**src/core/mbrm_params.svh**
```systemverilog
// constants for the modbus measurement register map
`ifndef MBRM_PARAMS_SVH
`define MBRM_PARAMS_SVH

// ==========================================================
// timing
`define MBRM_CLK_HZ 10000000
`define MBRM_BAUD 19200
`define MBRM_BIT_CYC (`MBRM_CLK_HZ / `MBRM_BAUD)
`define MBRM_GAP_US 2005
`define MBRM_GAP_CYC ((`MBRM_CLK_HZ / 1000000) * `MBRM_GAP_US)

// ==========================================================
// protocol codes
`define MBRM_ADDR_RST 8'hf0
`define MBRM_FC_READ 8'h03
`define MBRM_FC_WRITE 8'h10
`define MBRM_FC_MEI 8'h2b
`define MBRM_MEI_IDENT 8'h0e
`define MBRM_EXC_FUNC 8'h01
`define MBRM_EXC_ADDR 8'h02
`define MBRM_EXC_VALUE 8'h03
`define MBRM_MAX_READ 16'h007d
`define MBRM_MAX_WRITE 16'h007b
`define MBRM_NQ 21

// ==========================================================
// 16-bit integer encoding
`define MBRM_INT_PAGE 8'h01
`define MBRM_NA_CODE 16'h8000
`define MBRM_SAT_HI 16'h7fff
`define MBRM_SAT_LO 16'h8001
`define MBRM_SAT_HI_VAL 32767
`define MBRM_SAT_LO_VAL -32767

// ==========================================================
// float measurement offsets
`define MBRM_OFS_HUMIDITY_RELATIVE 16'h0000
`define MBRM_OFS_TEMPERATURE 16'h0002
`define MBRM_OFS_DEWPOINT 16'h0006
`define MBRM_OFS_DEW_FROST_POINT 16'h0008
`define MBRM_OFS_DEW_FROST_POINT_ATM 16'h000a
`define MBRM_OFS_DEWPOINT_ATM 16'h000c
`define MBRM_OFS_HUMIDITY_ABSOLUTE 16'h000e
`define MBRM_OFS_MIXING_RATIO 16'h0010
`define MBRM_OFS_WET_BULB 16'h0012
`define MBRM_OFS_WATER_CONCENTRATION 16'h0014
`define MBRM_OFS_VAPOR_PRESSURE 16'h0016
`define MBRM_OFS_SATURATION_PRESSURE 16'h0018
`define MBRM_OFS_ENTHALPY 16'h001a
`define MBRM_OFS_WATER_ACTIVITY 16'h001c
`define MBRM_OFS_DEWPOINT_DIFFERENCE 16'h001e
`define MBRM_OFS_HUMIDITY_ABSOLUTE_NTP 16'h0020
`define MBRM_OFS_WATER_IN_OIL 16'h0022
`define MBRM_OFS_SATURATION_RELATIVE 16'h0028
`define MBRM_OFS_WATER_WET_BASIS 16'h002a
`define MBRM_OFS_HUMIDITY_RELATIVE_FROST 16'h002c
`define MBRM_OFS_WATER_MASS_FRACTION 16'h0040

`endif

```
**src/core/mbrm_pkg.sv**
```systemverilog
// types for the modbus measurement register map
package mbrm_pkg;
  typedef enum logic [1:0] {
    ST_IDLE = 2'b00,
    ST_CHECK = 2'b01,
    ST_SEND = 2'b11,
    ST_WAIT = 2'b10
  } mbrm_state_t;
  typedef enum logic [1:0] {
    RK_EXC = 2'b00,
    RK_READ = 2'b01,
    RK_IDENT = 2'b10
  } mbrm_resp_t;
endpackage

```
**src/core/mbrm_uart.sv**
```systemverilog
// 8n2 serial receiver and transmitter for the rs-485 line
`timescale 1ns/1ps
module mbrm_uart #(
  parameter int BIT_CYC = 520
) (
  input wire logic clock_in,
  input wire logic sys_rst_in,
  input wire logic rx_in,
  input wire logic tx_go_in,
  input wire logic [7:0] tx_byte_in,
  output logic [7:0] rx_byte_out,
  output logic rx_stb_out,
  output logic tx_rdy_out,
  output logic tx_out
);
  localparam int CW = $clog2(BIT_CYC + 1);

  // ==========================================================
  // receive
  logic rx_s1_reg, rx_s2_reg, rx_act_reg;
  logic [CW-1:0] rx_cnt_reg;
  logic [3:0] rx_bit_reg;
  always_ff @(posedge clock_in) begin
    rx_s1_reg <= rx_in;
    rx_s2_reg <= rx_s1_reg;
  end
  always_ff @(posedge clock_in) begin
    if (sys_rst_in) begin
      rx_act_reg <= 1'b0;
      rx_cnt_reg <= '0;
      rx_bit_reg <= 4'h0;
      rx_byte_out <= 8'h00;
      rx_stb_out <= 1'b0;
    end else begin
      rx_stb_out <= 1'b0;
      if (!rx_act_reg) begin
        if (!rx_s2_reg) begin
          // sample each bit mid-cell
          rx_act_reg <= 1'b1;
          rx_cnt_reg <= CW'(BIT_CYC / 2);
          rx_bit_reg <= 4'h0;
        end
      end else if (rx_cnt_reg != '0) begin
        rx_cnt_reg <= rx_cnt_reg - 1'b1;
      end else begin
        rx_cnt_reg <= CW'(BIT_CYC - 1);
        rx_bit_reg <= rx_bit_reg + 4'h1;
        if (rx_bit_reg == 4'h0 && rx_s2_reg) begin
          rx_act_reg <= 1'b0;
        end else if (rx_bit_reg == 4'h9) begin
          // a bad stop bit drops the character
          rx_act_reg <= 1'b0;
          rx_stb_out <= rx_s2_reg;
        end else if (rx_bit_reg != 4'h0) begin
          rx_byte_out <= {rx_s2_reg, rx_byte_out[7:1]};
        end
      end
    end
  end

  // ==========================================================
  // transmit: start, eight data lsb first, two stops
  logic [10:0] tx_sh_reg;
  logic [3:0] tx_n_reg;
  logic [CW-1:0] tx_cnt_reg;
  logic tx_tick;
  assign tx_tick = !tx_rdy_out && tx_cnt_reg == '0 && tx_n_reg != 4'h0;
  always_ff @(posedge clock_in) begin
    if (sys_rst_in) begin
      tx_out <= 1'b1;
      tx_rdy_out <= 1'b1;
      tx_sh_reg <= 11'h7ff;
      tx_n_reg <= 4'h0;
      tx_cnt_reg <= '0;
    end else if (tx_rdy_out && tx_go_in) begin
      tx_sh_reg <= {2'b11, tx_byte_in, 1'b0};
      tx_n_reg <= 4'hb;
      tx_cnt_reg <= '0;
      tx_rdy_out <= 1'b0;
    end else if (!tx_rdy_out) begin
      if (tx_cnt_reg != '0) begin
        tx_cnt_reg <= tx_cnt_reg - 1'b1;
      end else if (tx_n_reg == 4'h0) begin
        tx_rdy_out <= 1'b1;
      end else begin
        tx_out <= tx_sh_reg[0];
        tx_sh_reg <= {1'b1, tx_sh_reg[10:1]};
        tx_n_reg <= tx_n_reg - 4'h1;
        tx_cnt_reg <= CW'(BIT_CYC - 1);
      end
    end
  end

  property p_bit_time;
    @(posedge clock_in) disable iff (sys_rst_in)
      $changed(tx_out) |-> $past(tx_tick);
  endproperty
  a_bit_time: assert property (p_bit_time)
    else $error("line changed away from a bit boundary");
endmodule

```
**src/core/mbrm_regmap.sv**
```systemverilog
// modbus rtu slave serving the read-only measurement register map
`timescale 1ns/1ps
`include "mbrm_params.svh"
module mbrm_regmap
  import mbrm_pkg::*;
#(
  parameter int GAP_CYC = `MBRM_GAP_CYC,
  parameter int BIT_CYC = `MBRM_BIT_CYC,
  parameter int NQ = `MBRM_NQ,
  parameter logic [7:0] VENDOR_CODE = 8'h5a // arbitrary value
) (
  input wire logic clock_in,
  input wire logic sys_rst_in,
  input wire logic rs485_rx_in,
  input wire logic addr_set_in,
  input wire logic [7:0] addr_in,
  input wire logic meas_update_in,
  input wire logic [NQ*32-1:0] meas_f32_in,
  input wire logic [NQ*32-1:0] meas_scaled_in,
  input wire logic [NQ-1:0] meas_avail_in,
  output logic rs485_tx_out,
  output logic rs485_de_out,
  output logic busy_out,
  output logic [7:0] slave_addr_out
);
  localparam int GW = $clog2(GAP_CYC + 1);

  // ==========================================================
  // helpers
  function automatic logic [15:0] crc16(input logic [15:0] c,
                                        input logic [7:0] b);
    logic [15:0] r;
    r = c ^ {8'h00, b};
    for (int i = 0; i < 8; i++) begin
      r = r[0] ? ((r >> 1) ^ 16'ha001) : (r >> 1);
    end
    return r;
  endfunction

  // saturation and not-available sentinels of the 16-bit form
  function automatic logic [15:0] enc16(input logic [31:0] v,
                                        input logic ok);
    if (!ok) begin
      return `MBRM_NA_CODE;
    end else if ($signed(v) >= `MBRM_SAT_HI_VAL) begin
      return `MBRM_SAT_HI;
    end else if ($signed(v) <= `MBRM_SAT_LO_VAL) begin
      return `MBRM_SAT_LO;
    end else begin
      return v[15:0];
    end
  endfunction

  // quantity index of a float register pair, 31 when unmapped
  function automatic logic [4:0] fidx(input logic [15:0] a);
    case ({a[15:1], 1'b0})
      `MBRM_OFS_HUMIDITY_RELATIVE: return 5'd0;
      `MBRM_OFS_TEMPERATURE: return 5'd1;
      `MBRM_OFS_DEWPOINT: return 5'd2;
      `MBRM_OFS_DEW_FROST_POINT: return 5'd3;
      `MBRM_OFS_DEW_FROST_POINT_ATM: return 5'd4;
      `MBRM_OFS_DEWPOINT_ATM: return 5'd5;
      `MBRM_OFS_HUMIDITY_ABSOLUTE: return 5'd6;
      `MBRM_OFS_MIXING_RATIO: return 5'd7;
      `MBRM_OFS_WET_BULB: return 5'd8;
      `MBRM_OFS_WATER_CONCENTRATION: return 5'd9;
      `MBRM_OFS_VAPOR_PRESSURE: return 5'd10;
      `MBRM_OFS_SATURATION_PRESSURE: return 5'd11;
      `MBRM_OFS_ENTHALPY: return 5'd12;
      `MBRM_OFS_WATER_ACTIVITY: return 5'd13;
      `MBRM_OFS_DEWPOINT_DIFFERENCE: return 5'd14;
      `MBRM_OFS_HUMIDITY_ABSOLUTE_NTP: return 5'd15;
      `MBRM_OFS_WATER_IN_OIL: return 5'd16;
      `MBRM_OFS_SATURATION_RELATIVE: return 5'd17;
      `MBRM_OFS_WATER_WET_BASIS: return 5'd18;
      `MBRM_OFS_HUMIDITY_RELATIVE_FROST: return 5'd19;
      `MBRM_OFS_WATER_MASS_FRACTION: return 5'd20;
      default: return 5'd31;
    endcase
  endfunction

  // ==========================================================
  // measurement store: live copy and per-request snapshot
  logic [31:0] live_f [0:NQ-1];
  logic [15:0] live_i [0:NQ-1];
  logic [31:0] snap_f [0:NQ-1];
  logic [15:0] snap_i [0:NQ-1];

  // {mapped, word} of a pdu address, numbers already zero based
  function automatic logic [16:0] reg_look(input logic [15:0] a);
    logic [4:0] i;
    i = 5'd31;
    if (a[15:8] == `MBRM_INT_PAGE) begin
      // the integer page mirrors the float map at half the offset
      i = fidx({7'h00, a[7:0], 1'b0});
      if (i != 5'd31) begin
        return {1'b1, snap_i[i]};
      end
    end else if (a[15:8] == 8'h00) begin
      i = fidx(a);
      if (i != 5'd31) begin
        return {1'b1, a[0] ? snap_f[i][31:16] : snap_f[i][15:0]};
      end
    end
    return 17'h00000;
  endfunction

  always_ff @(posedge clock_in) begin
    if (sys_rst_in) begin
      for (int i = 0; i < NQ; i++) begin
        live_f[i] <= 32'h00000000;
        live_i[i] <= `MBRM_NA_CODE;
      end
    end else if (meas_update_in) begin
      for (int i = 0; i < NQ; i++) begin
        live_f[i] <= meas_f32_in[i*32 +: 32];
        live_i[i] <= enc16(meas_scaled_in[i*32 +: 32], meas_avail_in[i]);
      end
    end
  end

  // ==========================================================
  // serial line
  logic [7:0] rx_byte, tx_byte_reg;
  logic rx_stb, tx_rdy, tx_go_reg;

  mbrm_uart #(.BIT_CYC(BIT_CYC)) u_uart (
    .clock_in(clock_in),
    .sys_rst_in(sys_rst_in),
    .rx_in(rs485_rx_in),
    .tx_go_in(tx_go_reg),
    .tx_byte_in(tx_byte_reg),
    .rx_byte_out(rx_byte),
    .rx_stb_out(rx_stb),
    .tx_rdy_out(tx_rdy),
    .tx_out(rs485_tx_out)
  );

  // ==========================================================
  // slave address
  always_ff @(posedge clock_in) begin
    if (sys_rst_in) begin
      slave_addr_out <= `MBRM_ADDR_RST;
    end else if (addr_set_in) begin
      slave_addr_out <= addr_in;
    end
  end

  // ==========================================================
  // frame reception, ended by a silent gap
  mbrm_state_t state_reg;
  logic [7:0] req_reg [0:7];
  logic [8:0] rx_cnt_reg;
  logic [15:0] rx_crc_reg;
  logic [GW-1:0] gap_reg;
  logic frame_end, frame_ok;

  assign frame_end = state_reg == ST_IDLE && rx_cnt_reg != 9'd0 &&
                     gap_reg == GW'(GAP_CYC - 1);
  // broadcasts are dropped: nothing here can be written
  assign frame_ok = rx_cnt_reg >= 9'd4 && rx_crc_reg == 16'h0000 &&
                    req_reg[0] == slave_addr_out;

  always_ff @(posedge clock_in) begin
    if (sys_rst_in) begin
      rx_cnt_reg <= 9'd0;
      rx_crc_reg <= 16'hffff;
      gap_reg <= '0;
      for (int i = 0; i < 8; i++) begin
        req_reg[i] <= 8'h00;
      end
    end else if (rx_stb && state_reg == ST_IDLE) begin
      gap_reg <= '0;
      rx_crc_reg <= crc16(rx_crc_reg, rx_byte);
      if (rx_cnt_reg < 9'd8) begin
        req_reg[rx_cnt_reg[2:0]] <= rx_byte;
      end
      if (rx_cnt_reg != 9'h1ff) begin
        rx_cnt_reg <= rx_cnt_reg + 9'd1;
      end
    end else if (frame_end || state_reg != ST_IDLE) begin
      // bytes heard while answering are not part of any frame
      rx_cnt_reg <= 9'd0;
      rx_crc_reg <= 16'hffff;
      gap_reg <= '0;
    end else if (rx_cnt_reg != 9'd0) begin
      gap_reg <= gap_reg + 1'b1;
    end
  end

  // ==========================================================
  // request decode
  logic [15:0] req_qty;
  mbrm_resp_t dec_kind;
  logic [7:0] dec_exc;
  assign req_qty = {req_reg[4], req_reg[5]};
  always_comb begin
    dec_kind = RK_EXC;
    dec_exc = `MBRM_EXC_FUNC;
    case (req_reg[1])
      `MBRM_FC_READ: begin
        if (rx_cnt_reg != 9'd8 || req_qty == 16'h0000 ||
            req_qty > `MBRM_MAX_READ) begin
          dec_exc = `MBRM_EXC_VALUE;
        end else begin
          dec_kind = RK_READ;
        end
      end
      `MBRM_FC_WRITE: begin
        // every mapped register is read-only
        dec_exc = (req_qty == 16'h0000 || req_qty > `MBRM_MAX_WRITE) ?
                  `MBRM_EXC_VALUE : `MBRM_EXC_ADDR;
      end
      `MBRM_FC_MEI: begin
        if (req_reg[2] == `MBRM_MEI_IDENT && req_reg[3] != 8'h00 &&
            req_reg[3] < 8'h05) begin
          dec_kind = RK_IDENT;
        end else begin
          dec_exc = `MBRM_EXC_VALUE;
        end
      end
      default: dec_exc = `MBRM_EXC_FUNC;
    endcase
  end

  // ==========================================================
  // response sequencing
  mbrm_resp_t kind_reg;
  logic [7:0] exc_reg, fc_reg, code_reg;
  logic [15:0] start_reg, qty_reg, chk_reg, tx_crc_reg;
  logic [8:0] pos_reg, len_reg;
  logic [16:0] chk_look;
  logic send_now;
  assign chk_look = reg_look(start_reg + chk_reg);
  assign send_now = state_reg == ST_SEND && tx_rdy && !tx_go_reg;

  always_ff @(posedge clock_in) begin
    if (sys_rst_in) begin
      state_reg <= ST_IDLE;
      kind_reg <= RK_EXC;
      exc_reg <= 8'h00;
      fc_reg <= 8'h00;
      code_reg <= 8'h00;
      start_reg <= 16'h0000;
      qty_reg <= 16'h0000;
      chk_reg <= 16'h0000;
      len_reg <= 9'd0;
    end else begin
      case (state_reg)
        ST_IDLE: begin
          if (frame_end && frame_ok) begin
            kind_reg <= dec_kind;
            exc_reg <= dec_exc;
            fc_reg <= req_reg[1];
            code_reg <= req_reg[3];
            start_reg <= {req_reg[2], req_reg[3]};
            qty_reg <= req_qty;
            chk_reg <= 16'h0000;
            len_reg <= (dec_kind == RK_IDENT) ? 9'd11 : 9'd3;
            state_reg <= (dec_kind == RK_READ) ? ST_CHECK : ST_SEND;
          end
        end
        ST_CHECK: begin
          // whole range must be mapped before any data goes out
          if (!chk_look[16]) begin
            kind_reg <= RK_EXC;
            exc_reg <= `MBRM_EXC_ADDR;
            state_reg <= ST_SEND;
          end else if (chk_reg == qty_reg - 16'h0001) begin
            len_reg <= 9'd3 + {qty_reg[7:0], 1'b0};
            state_reg <= ST_SEND;
          end else begin
            chk_reg <= chk_reg + 16'h0001;
          end
        end
        ST_SEND: begin
          if (send_now && pos_reg == len_reg + 9'd1) begin
            state_reg <= ST_WAIT;
          end
        end
        ST_WAIT: begin
          if (tx_rdy && !tx_go_reg) begin
            state_reg <= ST_IDLE;
          end
        end
        default: state_reg <= ST_IDLE;
      endcase
    end
  end

  // snapshot taken when a request is accepted
  always_ff @(posedge clock_in) begin
    if (sys_rst_in) begin
      for (int i = 0; i < NQ; i++) begin
        snap_f[i] <= 32'h00000000;
        snap_i[i] <= `MBRM_NA_CODE;
      end
    end else if (frame_end && frame_ok) begin
      for (int i = 0; i < NQ; i++) begin
        snap_f[i] <= live_f[i];
        snap_i[i] <= live_i[i];
      end
    end
  end

  // ==========================================================
  // byte generation
  logic [7:0] body_byte, cur_byte;
  logic [8:0] k;
  logic [16:0] rd_look;
  assign k = pos_reg - 9'd3;
  assign rd_look = reg_look(start_reg + {8'h00, k[8:1]});
  always_comb begin
    body_byte = 8'h00;
    if (pos_reg == 9'd0) begin
      body_byte = slave_addr_out;
    end else begin
      case (kind_reg)
        RK_READ: begin
          if (pos_reg == 9'd1) begin
            body_byte = `MBRM_FC_READ;
          end else if (pos_reg == 9'd2) begin
            body_byte = {qty_reg[6:0], 1'b0};
          end else begin
            body_byte = k[0] ? rd_look[7:0] : rd_look[15:8];
          end
        end
        RK_IDENT: begin
          case (pos_reg)
            9'd1: body_byte = `MBRM_FC_MEI;
            9'd2: body_byte = `MBRM_MEI_IDENT;
            9'd3: body_byte = code_reg;
            9'd4: body_byte = 8'h01;
            9'd7: body_byte = 8'h01;
            9'd9: body_byte = 8'h01;
            9'd10: body_byte = VENDOR_CODE;
            default: body_byte = 8'h00;
          endcase
        end
        default: begin
          body_byte = (pos_reg == 9'd1) ? (fc_reg | 8'h80) : exc_reg;
        end
      endcase
    end
  end
  assign cur_byte = (pos_reg < len_reg) ? body_byte :
                    (pos_reg == len_reg) ? tx_crc_reg[7:0] :
                    tx_crc_reg[15:8];

  always_ff @(posedge clock_in) begin
    if (sys_rst_in) begin
      tx_go_reg <= 1'b0;
      tx_byte_reg <= 8'hff;
      pos_reg <= 9'd0;
      tx_crc_reg <= 16'hffff;
    end else begin
      tx_go_reg <= send_now;
      if (state_reg == ST_IDLE) begin
        pos_reg <= 9'd0;
        tx_crc_reg <= 16'hffff;
      end else if (send_now) begin
        tx_byte_reg <= cur_byte;
        pos_reg <= pos_reg + 9'd1;
        if (pos_reg < len_reg) begin
          tx_crc_reg <= crc16(tx_crc_reg, cur_byte);
        end
      end
    end
  end

  // driver enabled from the first byte until the last stop bit
  always_ff @(posedge clock_in) begin
    if (sys_rst_in) begin
      rs485_de_out <= 1'b0;
      busy_out <= 1'b0;
    end else begin
      rs485_de_out <= state_reg == ST_SEND || state_reg == ST_WAIT ||
                      !tx_rdy;
      busy_out <= state_reg != ST_IDLE;
    end
  end

  // ==========================================================
  // checks
  property p_de_cover;
    @(posedge clock_in) disable iff (sys_rst_in)
      !tx_rdy |-> rs485_de_out;
  endproperty
  a_de_cover: assert property (p_de_cover)
    else $error("line driven without driver enable");

  property p_na;
    @(posedge clock_in) disable iff (sys_rst_in)
      meas_update_in && !meas_avail_in[6] |=> live_i[6] == 16'h8000;
  endproperty
  a_na: assert property (p_na)
    else $error("unavailable value not 8000");

  property p_sat_hi;
    @(posedge clock_in) disable iff (sys_rst_in)
      meas_update_in && meas_avail_in[3] &&
      $signed(meas_scaled_in[127:96]) > 32766 |=> live_i[3] == 16'h7fff;
  endproperty
  a_sat_hi: assert property (p_sat_hi)
    else $error("high value not saturated");

  property p_sat_lo;
    @(posedge clock_in) disable iff (sys_rst_in)
      meas_update_in && meas_avail_in[4] &&
      $signed(meas_scaled_in[159:128]) < -32766 |=> live_i[4] == 16'h8001;
  endproperty
  a_sat_lo: assert property (p_sat_lo)
    else $error("low value not saturated");

  property p_mid;
    @(posedge clock_in) disable iff (sys_rst_in)
      meas_update_in && meas_avail_in[2] &&
      $signed(meas_scaled_in[95:64]) >= 0 &&
      $signed(meas_scaled_in[95:64]) <= 32766
      |=> live_i[2] == $past(meas_scaled_in[79:64]) && !live_i[2][15];
  endproperty
  a_mid: assert property (p_mid)
    else $error("in-range value altered");

  property p_neg;
    @(posedge clock_in) disable iff (sys_rst_in)
      meas_update_in && meas_avail_in[5] &&
      $signed(meas_scaled_in[191:160]) < 0 &&
      $signed(meas_scaled_in[191:160]) > -32767
      |=> live_i[5] == $past(meas_scaled_in[175:160]) && live_i[5] > 16'h8001;
  endproperty
  a_neg: assert property (p_neg)
    else $error("negative value misencoded");

  property p_snap;
    @(posedge clock_in) disable iff (sys_rst_in)
      state_reg != ST_IDLE |=> $stable(snap_f[0]) && $stable(snap_i[0]);
  endproperty
  a_snap: assert property (p_snap)
    else $error("snapshot changed during a response");

  property p_addr;
    @(posedge clock_in)
      $past(sys_rst_in) && !sys_rst_in |-> slave_addr_out == 8'hf0;
  endproperty
  a_addr: assert property (p_addr)
    else $error("reset slave address not 240");

  property p_bad_fc;
    @(posedge clock_in) disable iff (sys_rst_in)
      frame_end && frame_ok && req_reg[1] == 8'h05
      |=> state_reg == ST_SEND && kind_reg == RK_EXC && exc_reg == 8'h01
      ##[1:3] tx_go_reg;
  endproperty
  a_bad_fc: assert property (p_bad_fc)
    else $error("unsupported function not refused");
endmodule

```
**config.mk**
```make
export PLATFORM = sky130hd
export DESIGN_NAME = mbrm_regmap
export DESIGN_NICKNAME = d
export VERILOG_FILES = /design/src/core/mbrm_pkg.sv /design/src/core/mbrm_uart.sv /design/src/core/mbrm_regmap.sv
export VERILOG_INCLUDE_DIRS = /design/src /design/src/core
export SDC_FILE = /design/constraint.sdc
export NUM_CORES = 2
export LEC_CHECK = 0
export CAP_MARGIN = 25
export CORE_AREA = 2 2 540 542
export CTS_BUF_LIST = sky130_fd_sc_hd__clkbuf_8 sky130_fd_sc_hd__clkbuf_16
export DETAILED_ROUTE_END_ITERATION = 10
export DIE_AREA = 0 0 542 544
export DONT_BUFFER_PORTS = 1
export PLACE_DENSITY = 0.51
export SLEW_MARGIN = 15
export SYNTH_ARGS = -nofsm -noshare
export SYNTH_HDL_FRONTEND = slang
export SYNTH_SLANG_ARGS = --single-unit
```
**constraint.sdc**
```tcl
create_clock -name clock_in -period 43.4 [get_ports clock_in]
set_input_delay 4.34 -clock clock_in [delete_from_list [all_inputs] [get_ports clock_in]]
set_output_delay 4.34 -clock clock_in [all_outputs]
set_load 0.01 [all_outputs]
```
Word-level counts from Yosys, hierarchy flattened
Memories as Yosys holds them, arrays and structs flattened.
Index checks and enable logic that the tools add are counted.
Word-level totals
  register bits after elaboration: 219
  memory bits (writable): 2080
  output and inout port bits: 11
  logic and storage cells: 717
  memories kept: 5
Cells by class
  add/sub/neg operators: 14
  magnitude comparators: 48
  equal/unequal tests: 127
  muxes and demuxes: 318
  bitwise operators: 111
  reductions and logical operators: 62
Memories
  live_f: words 21, bits a word 32, rd ports 21, clocked after Yosys merged registers in 0, wr ports 21, line mbrm_regmap.sv:84  | logic [31:0] live_f [0:NQ-1];
  snap_f: words 21, bits a word 32, rd ports 2, clocked after Yosys merged registers in 0, wr ports 21, line mbrm_regmap.sv:86  | logic [31:0] snap_f [0:NQ-1];
  live_i: words 21, bits a word 16, rd ports 21, clocked after Yosys merged registers in 0, wr ports 21, line mbrm_regmap.sv:85  | logic [15:0] live_i [0:NQ-1];
  snap_i: words 21, bits a word 16, rd ports 2, clocked after Yosys merged registers in 0, wr ports 21, line mbrm_regmap.sv:87  | logic [15:0] snap_i [0:NQ-1];
  req_reg: words 8, bits a word 8, rd ports 6, clocked after Yosys merged registers in 0, wr ports 8, line mbrm_regmap.sv:152  | logic [7:0] req_reg [0:7];
Operator list (count)
  16-bit two-way mux: 175
  32-bit two-way mux: 42
  32-bit by 16-bit greater-or-equal comparator with 1-bit output, second input constant: 21
  32-bit by 16-bit less-or-equal comparator with 1-bit output, second input constant: 21
  5-bit case mux with 21 select lines: 4
  15-bit by 4-bit equality test with 1-bit output, second input constant: 16
  15-bit by 5-bit equality test with 1-bit output, second input constant: 10
  8-bit by 4-bit equality test with 1-bit output, second input constant: 17
  15-bit by 3-bit equality test with 1-bit output, second input constant: 8
  9-bit two-way mux: 10
  8-bit by 5-bit equality test with 1-bit output, second input constant: 11
  17-bit two-way mux: 5
  1-bit OR: 84
  8-bit two-way mux: 10
  8-bit by 3-bit equality test with 1-bit output, second input constant: 8
  10-bit two-way mux: 5
  2-bit NOT with 3-bit output: 16
  8-bit case mux with 5 select lines: 1
  8-bit by 1-bit equality test with 1-bit output, second input constant: 4
  16-bit by 7-bit greater-than comparator with 1-bit output, second input constant: 2
  16-bit logical NOT: 2
  8-bit logical NOT: 4
  1-bit two-way mux: 32
  4-bit two-way mux: 8
  68 further kinds: 164

Depth between registers and ports, before layout
An unclocked memory read counts as a cell.
  word-level depth: 35
  mapped depth: 34

Cells and area by module
Synthesis repeated with hierarchy kept, for this count alone.
Second synthesis, totals
  cell total of the unflattened synthesis: 8491
  area total of the unflattened synthesis: 103131.4 sq um
Modules (own cells, without submodules)
  mbrm_regmap: instances 1, cells each 8217, area an instance 100785.4 sq um, seq. area each 65062.4 sq um
  mbrm_uart: instances 1, cells each 274, area an instance 2346.0 sq um, seq. area each 1021.0 sq um

Worst setup path after synthesis
No wires, ideal clock.
  kind: input to register
  start: input port sys_rst_in
  end: memory snap_f[0][0] (enable)
  library setup time: 1767 ps
  data arrival time: 32090 ps
  data required time: 41633 ps
  setup slack: 9543 ps
  cell stages on the path: 4
  cell sequence: clkbuf_1 -> nor2_1 -> inv_1 -> clkbuf_1
RTL lines
  start: declaration: line mbrm_regmap.sv:13  | input wire logic sys_rst_in,
  end: declaration: line mbrm_regmap.sv:86

Final worst setup path
  start: register pos_reg[1]
  end: register tx_crc_reg[0]
On the way
  cells in the longest elaborated chain, start to end: 28
  elaborated cells between the ends (all ways): 102
  classes of those cells: 2 x add/sub; 1 x order compare; 51 x eq/ne; 32 x mux; 8 x bitwise; 6 x reduce/logical; 2 x memory
Ends and longest elaborated chain
  start: declaration: line mbrm_regmap.sv:231  | logic [8:0] pos_reg, len_reg;
  start signal: assignment: line mbrm_regmap.sv:363  | pos_reg <= pos_reg + 9'd1;
  9-bit by 2-bit subtractor with 9-bit output: line mbrm_regmap.sv:311  | assign k = pos_reg - 9'd3;
  16-bit by 8-bit adder with 16-bit output: line mbrm_regmap.sv:312  | assign rd_look = reg_look(start_reg + {8'h00, k[8:1]});
  15-bit by 6-bit equality test with 1-bit output (tied with other cells): line mbrm_regmap.sv:56  | case ({a[15:1], 1'b0})
  5-bit case mux with 21 select lines: line mbrm_regmap.sv:56
  5-bit two-way mux: line mbrm_regmap.sv:99  | end else if (a[15:8] == 8'h00) begin
  5-bit two-way mux: line mbrm_regmap.sv:93  | if (a[15:8] == `MBRM_INT_PAGE) begin
  memory read 21 x 32 bit
  16-bit two-way mux: line mbrm_regmap.sv:102  | return {1'b1, a[0] ? snap_f[i][31:16] : snap_f[i][15:0]};
  [6 not listed]
  8-bit two-way mux: line mbrm_regmap.sv:320  | if (pos_reg == 9'd1) begin
  8-bit case mux with 2 select lines: line mbrm_regmap.sv:318  | case (kind_reg)
  8-bit two-way mux: line mbrm_regmap.sv:315  | if (pos_reg == 9'd0) begin
  8-bit two-way mux: line mbrm_regmap.sv:346  | assign cur_byte = (pos_reg < len_reg) ? body_byte :
  16-bit by 8-bit XOR with 16-bit output: line mbrm_regmap.sv:33  | r = c ^ {8'h00, b};
  16-bit two-way mux / 2-bit NOT with 3-bit output (equally long branches) (6 in a row)
  2-bit NOT with 3-bit output (no line) / 16-bit two-way mux (equally long branches)
  16-bit two-way mux (2 in a row): line mbrm_regmap.sv:35  | r = r[0] ? ((r >> 1) ^ 16'ha001) : (r >> 1);
  end signal: assignment: line mbrm_regmap.sv:365  | tx_crc_reg <= crc16(tx_crc_reg, cur_byte);
  end: declaration: line mbrm_regmap.sv:230  | logic [15:0] start_reg, qty_reg, chk_reg, tx_crc_reg;
Several ways; a longest one is shown, not always the timed one. The select of a mux whose other input is x is not followed.
A chain may end at the register's enable or synchronous reset.

==> key figures <==
Timing
  – Max Transition Viols Final: 212
  – Endpoints failing hold: 0
  – Transition time at the pin with the least slew margin: 2014 ps
  – Setup repair after global routing missed its margin: no
  – Period minus WS final: 10030 ps
  – Maximum clock skew at final layout: 82.43 ps
  – Fmax achieved: 0.09969 GHz
  – Worst relative slew slack: -34.26%
  – Setup violation total in the final timing report: 0
  – Final period util: between 20 and 25%
  – Setup Total Neg Slack: 0 ps

GRT
  – Vias in the first global route: 68480
  – Pin count of the biggest net entering global routing: 342
  – Overall Global Routing Usage: 29.35%
  – Number of antenna violations at the first check in global routing: 203
  – Remaining global-route overflow: 0
  – Global-route wire length before repair: 593100 um

Detailed routing
  – Vias per std cell: 5.786
  – Post-detailed-route DRC marker count: 0
  – Post-detailed-route count of antenna-violating nets: 0
  – Drt initial violations: 9731
  – Number of search-and-repair iterations in the first detailed-routing pass: 9
  – Overall routed net length: 450000 um
  – Vias: 72530
  – Routed length per instance: 35.89 um

Finish
  – Share of cells above drive strength 1: 8.238%
  – Area of the multi-input gates: 34100 um^2
  – NumNets Final: 9692
  – Relative area change from synthesis to final layout: 13.18%
  – Largest regs: live_f (672), snap_f (672)
  – Sequential Area: 66080 um^2
  – Utilization of the core after routing: 40.02%
  – Most frequent cells in the layout: sky130_fd_sc_hd__edfxtp_1, sky130_fd_sc_hd__and2_1, sky130_fd_sc_hd__nand2_1
  – Leading cell type in the layout, fill and taps excluded: sky130_fd_sc_hd__edfxtp_1
  – Layout filler cell count: 27650

Logic synthesis
  – Predominant post-synthesis flop cell: sky130_fd_sc_hd__edfxtp_1
  – Number of enable-type register cells in the synthesized netlist: slightly above 2000
  – Main combinational cell family by area after synthesis: simple AND/OR/NAND/NOR gates
  – Sequential cell area fraction in the yosys report: about 65%
  – Fraction of registers with async set or reset after synthesis: 0%
  – Post-Syn Nets: between 9000 and 10000
  – Number of standard cells after synthesis: 8333
  – Average cell area after synthesis: 12.28 um^2
  – Post-synthesis share of cell area spent on xor and xnor gates: 1.323%
  – Number of register bits inferred by synthesis: between 2000 and 2500
  – Adder-cell share of the synthesized area: less than 1%
  – Synthesis Warnings: 0
  – Synthesized area: about 100000 um^2
  – Post-Synth Simple-Gate Area: 20.08%
  – Share of synthesized area spent on multiplexers: 1.805%
  – Number of library cell types mapped by synthesis: between 100 and 150
  – Compound-gate portion of the synthesized area: 9.158%

Critical path
  – Data required time of the worst path: 44110 ps
  – Worst reg2reg path endpoint: tx_crc_reg[0]$_SDFFE_PP1P_
  – Type of destination of the critical path: flop
  – Critical path launch point: pos_reg[1]$_SDFFE_PP0P_
  – Critical path peak fanout: 38
  – Slack of the worst reg-to-reg path: 33370 ps
  – Capture point of the critical path: tx_crc_reg[0]$_SDFFE_PP1P_
  – Start of the worst register-to-register path: pos_reg[1]$_SDFFE_PP0P_
  – Setup Crit Path Kind: reg2reg
  – Number of cells traversed by the worst register-to-register path: 27
  – Crit start category: flop
  – Crit path arrival time: 10740 ps

Power and ir drop
  – Share of power burned in the clock network: 44.3%
  – Combinational power share: ~3.6%
  – Sequential group share of total power: between 50% and 60%
  – Worst vdd rail ir drop: 40.45 uV
  – Power density relative to cell area: between 40 and 50 nW/um^2
  – Switching power of the nets: about 0.0011 W
  – Internal: 0.003809 W
  – Sw frac: between 20% and 30%
  – Leakage power of the design: 40.75 nW

Clocking
  – Buffers inserted during post-CTS setup optimization: 0
  – Clk slew on worst S/H paths: 60 ps
  – Clock root cell: sky130_fd_sc_hd__clkbuf_16
  – Total of hold buffers inserted after clock tree synthesis: 0
  – Worst-Skew Late Latency: 920 ps
  – H-tree depth reported by CTS: 5
  – # resized after CTS: 0
  – Number of CTS-inserted buffers: about 260
  – Worst-case clock buffer depth: 4
  – Clk sink count: 2269
  – CTS tree: built

Die
  – Number of top-level pins: about 1400
  – Placeable core region: 289400 um^2
  – Starting Density: 35.36%
  – Horiz. Die Dim: about 540 um
  – Number of standard-cell rows in the floorplan: 198
  – Y dimension of the die: 544 um
  – Area of the die: roughly 290000 um^2

Run
  – Number of violations of the max-capacitance limit: 0

Place
  – Placed wire-length estimate: about 340000 um
  – Routability cong.: 1.048
  – Number of input and output port buffers inserted: 0

Status
  – Result of the run: complete, but fails checks
  – Violated checks: slew limit

Worst hold path
  – Type of the most critical hold path: reg2reg
## through the flow
stage	hold slack, ps	setup WS [ps]	power (W)	instance area [um^2]	std cells
4_1_cts	334.7	33240	0.004973	114800	12250
6_report	329.3	33370	0.004943	115800	12540
3_5_place_dp	321.2	33290	0.002790	106400	11780
5_1_grt	349.8	33120	0.005075	115600	12470
3_3_place_gp	319.3	33050	0.002790	106400	11770
2_1_floorplan	309.6	9543	0.002759	102300	8333
## routing by layer
metal | vias up | wire [um] | GRT usage (%)
met5 | - | 492 | 0
met4 | 78 | 23150 | 13.46
met3 | 907 | 45660 | 8.909
met2 | 4011 | 199700 | 44.45
met1 | 36630 | 180900 | 38.50
li1 | 30900 | - | -
## cell families (layout without fill, tap and decap cells)
logic type / after synthesis / count (layout)
DFF: 2269 / 2269
adders and majority gates: 56 / 56
and+or+nand+nor: 3713 / 3713
buffers and inverters: 589 / 717
AOI/OAI and AO/OA: 1379 / 1379
muxes: 180 / 180
other: 0 / 275
xor gates and xnor gates: 147 / 147
## synth_stat cells (33+ instances only)
cell type / number / area [um^2]
sky130_fd_sc_hd__and3_1: 46 / 287.8
sky130_fd_sc_hd__nand2b_1: 33 / 206.5
sky130_fd_sc_hd__dfxtp_1: 205 / 4104
sky130_fd_sc_hd__o22ai_1: 45 / 281.5
sky130_fd_sc_hd__nand2_1: 721 / 2706
sky130_fd_sc_hd__and2_1: 1493 / 9340
sky130_fd_sc_hd__a31oi_1: 51 / 319.1
sky130_fd_sc_hd__nor2_1: 296 / 1111
sky130_fd_sc_hd__buf_2: 58 / 290.3
sky130_fd_sc_hd__nor2b_1: 249 / 1558
sky130_fd_sc_hd__o211ai_1: 45 / 337.8
sky130_fd_sc_hd__nor3_1: 95 / 475.5
sky130_fd_sc_hd__edfxtp_1: 2064 / 61980
sky130_fd_sc_hd__a211oi_1: 43 / 322.8
sky130_fd_sc_hd__xor2_1: 65 / 569.3
sky130_fd_sc_hd__o21a_1: 183 / 1374
sky130_fd_sc_hd__clkbuf_1: 402 / 1509
sky130_fd_sc_hd__o221ai_1: 43 / 376.6
sky130_fd_sc_hd__ha_1: 54 / 675.7
sky130_fd_sc_hd__nand3_1: 183 / 915.9
sky130_fd_sc_hd__nor4_1: 220 / 1376
sky130_fd_sc_hd__o21ai_0: 204 / 1021
sky130_fd_sc_hd__a221oi_1: 73 / 639.4
sky130_fd_sc_hd__xnor2_1: 76 / 665.6
sky130_fd_sc_hd__mux2i_1: 153 / 1531
sky130_fd_sc_hd__nand4_1: 231 / 1445
sky130_fd_sc_hd__inv_1: 78 / 292.8
sky130_fd_sc_hd__a21oi_1: 367 / 1837
## critical path: stages, from the launching register on
cell and delay, ps:
sky130_fd_sc_hd__dfxtp_1 440, sky130_fd_sc_hd__ha_1 350, sky130_fd_sc_hd__or4_1 480, sky130_fd_sc_hd__nor2_1 150
sky130_fd_sc_hd__xor2_1 170, sky130_fd_sc_hd__ha_1 500, sky130_fd_sc_hd__o211a_1 260, sky130_fd_sc_hd__a21bo_2 220
sky130_fd_sc_hd__nand2_1 80, sky130_fd_sc_hd__o311ai_2 720, sky130_fd_sc_hd__nand4_1 540, sky130_fd_sc_hd__a311o_2 480
sky130_fd_sc_hd__buf_4 270, sky130_fd_sc_hd__nor2_4 720, sky130_fd_sc_hd__buf_4 610, sky130_fd_sc_hd__buf_4 510
sky130_fd_sc_hd__nor3_1 120, sky130_fd_sc_hd__a211o_1 310, sky130_fd_sc_hd__o21ai_0 180, sky130_fd_sc_hd__nand3_1 130
sky130_fd_sc_hd__a221oi_1 760, sky130_fd_sc_hd__a2111oi_2 180, sky130_fd_sc_hd__nor2b_1 200, sky130_fd_sc_hd__a311o_1 460
sky130_fd_sc_hd__xor2_2 270, sky130_fd_sc_hd__xnor3_1 490, sky130_fd_sc_hd__xor2_1 140, sky130_fd_sc_hd__o21ai_1 70
## power by group through the flow
stage	Combinational [W]	Clock, W	Sequential, W
floorplan	0.000111	0	0.00265
finish	0.000180	0.00219	0.00257
CTS	0.000177	0.00222	0.00257
global route	0.000192	0.00230	0.00258
detailed placement	0.000176	0	0.00261
global placement	0.000174	0	0.00262
## cell type report
type                       instances  share of cell area, %
multi-input combinational       5475                  29.45
inverter                          79                 0.2626
clock buffer                     275                  5.885
tap                             3800                  4.106
clock inverter                   193                  1.378
antenna                          275                 0.5943
sequential                      2269                  57.07
timing repair buffer             170                  1.253
## how the worst min path moves through the flow
stage,endpoint,from,slack (ps),cells past startpoint
global route,u_uart.rx_s2_reg$_DFF_P_,u_uart.rx_s1_reg$_DFF_P_,350,0
finish,u_uart.rx_s2_reg$_DFF_P_,u_uart.rx_s1_reg$_DFF_P_,330,0
global placement,u_uart.rx_s2_reg$_DFF_P_,u_uart.rx_s1_reg$_DFF_P_,320,0
CTS,u_uart.rx_s2_reg$_DFF_P_,u_uart.rx_s1_reg$_DFF_P_,330,0
detailed placement,u_uart.rx_s2_reg$_DFF_P_,u_uart.rx_s1_reg$_DFF_P_,320,0
floorplan,u_uart.rx_s2_reg$_DFF_P_,u_uart.rx_s1_reg$_DFF_P_,310,0
(Power assumes the default switching activity.)
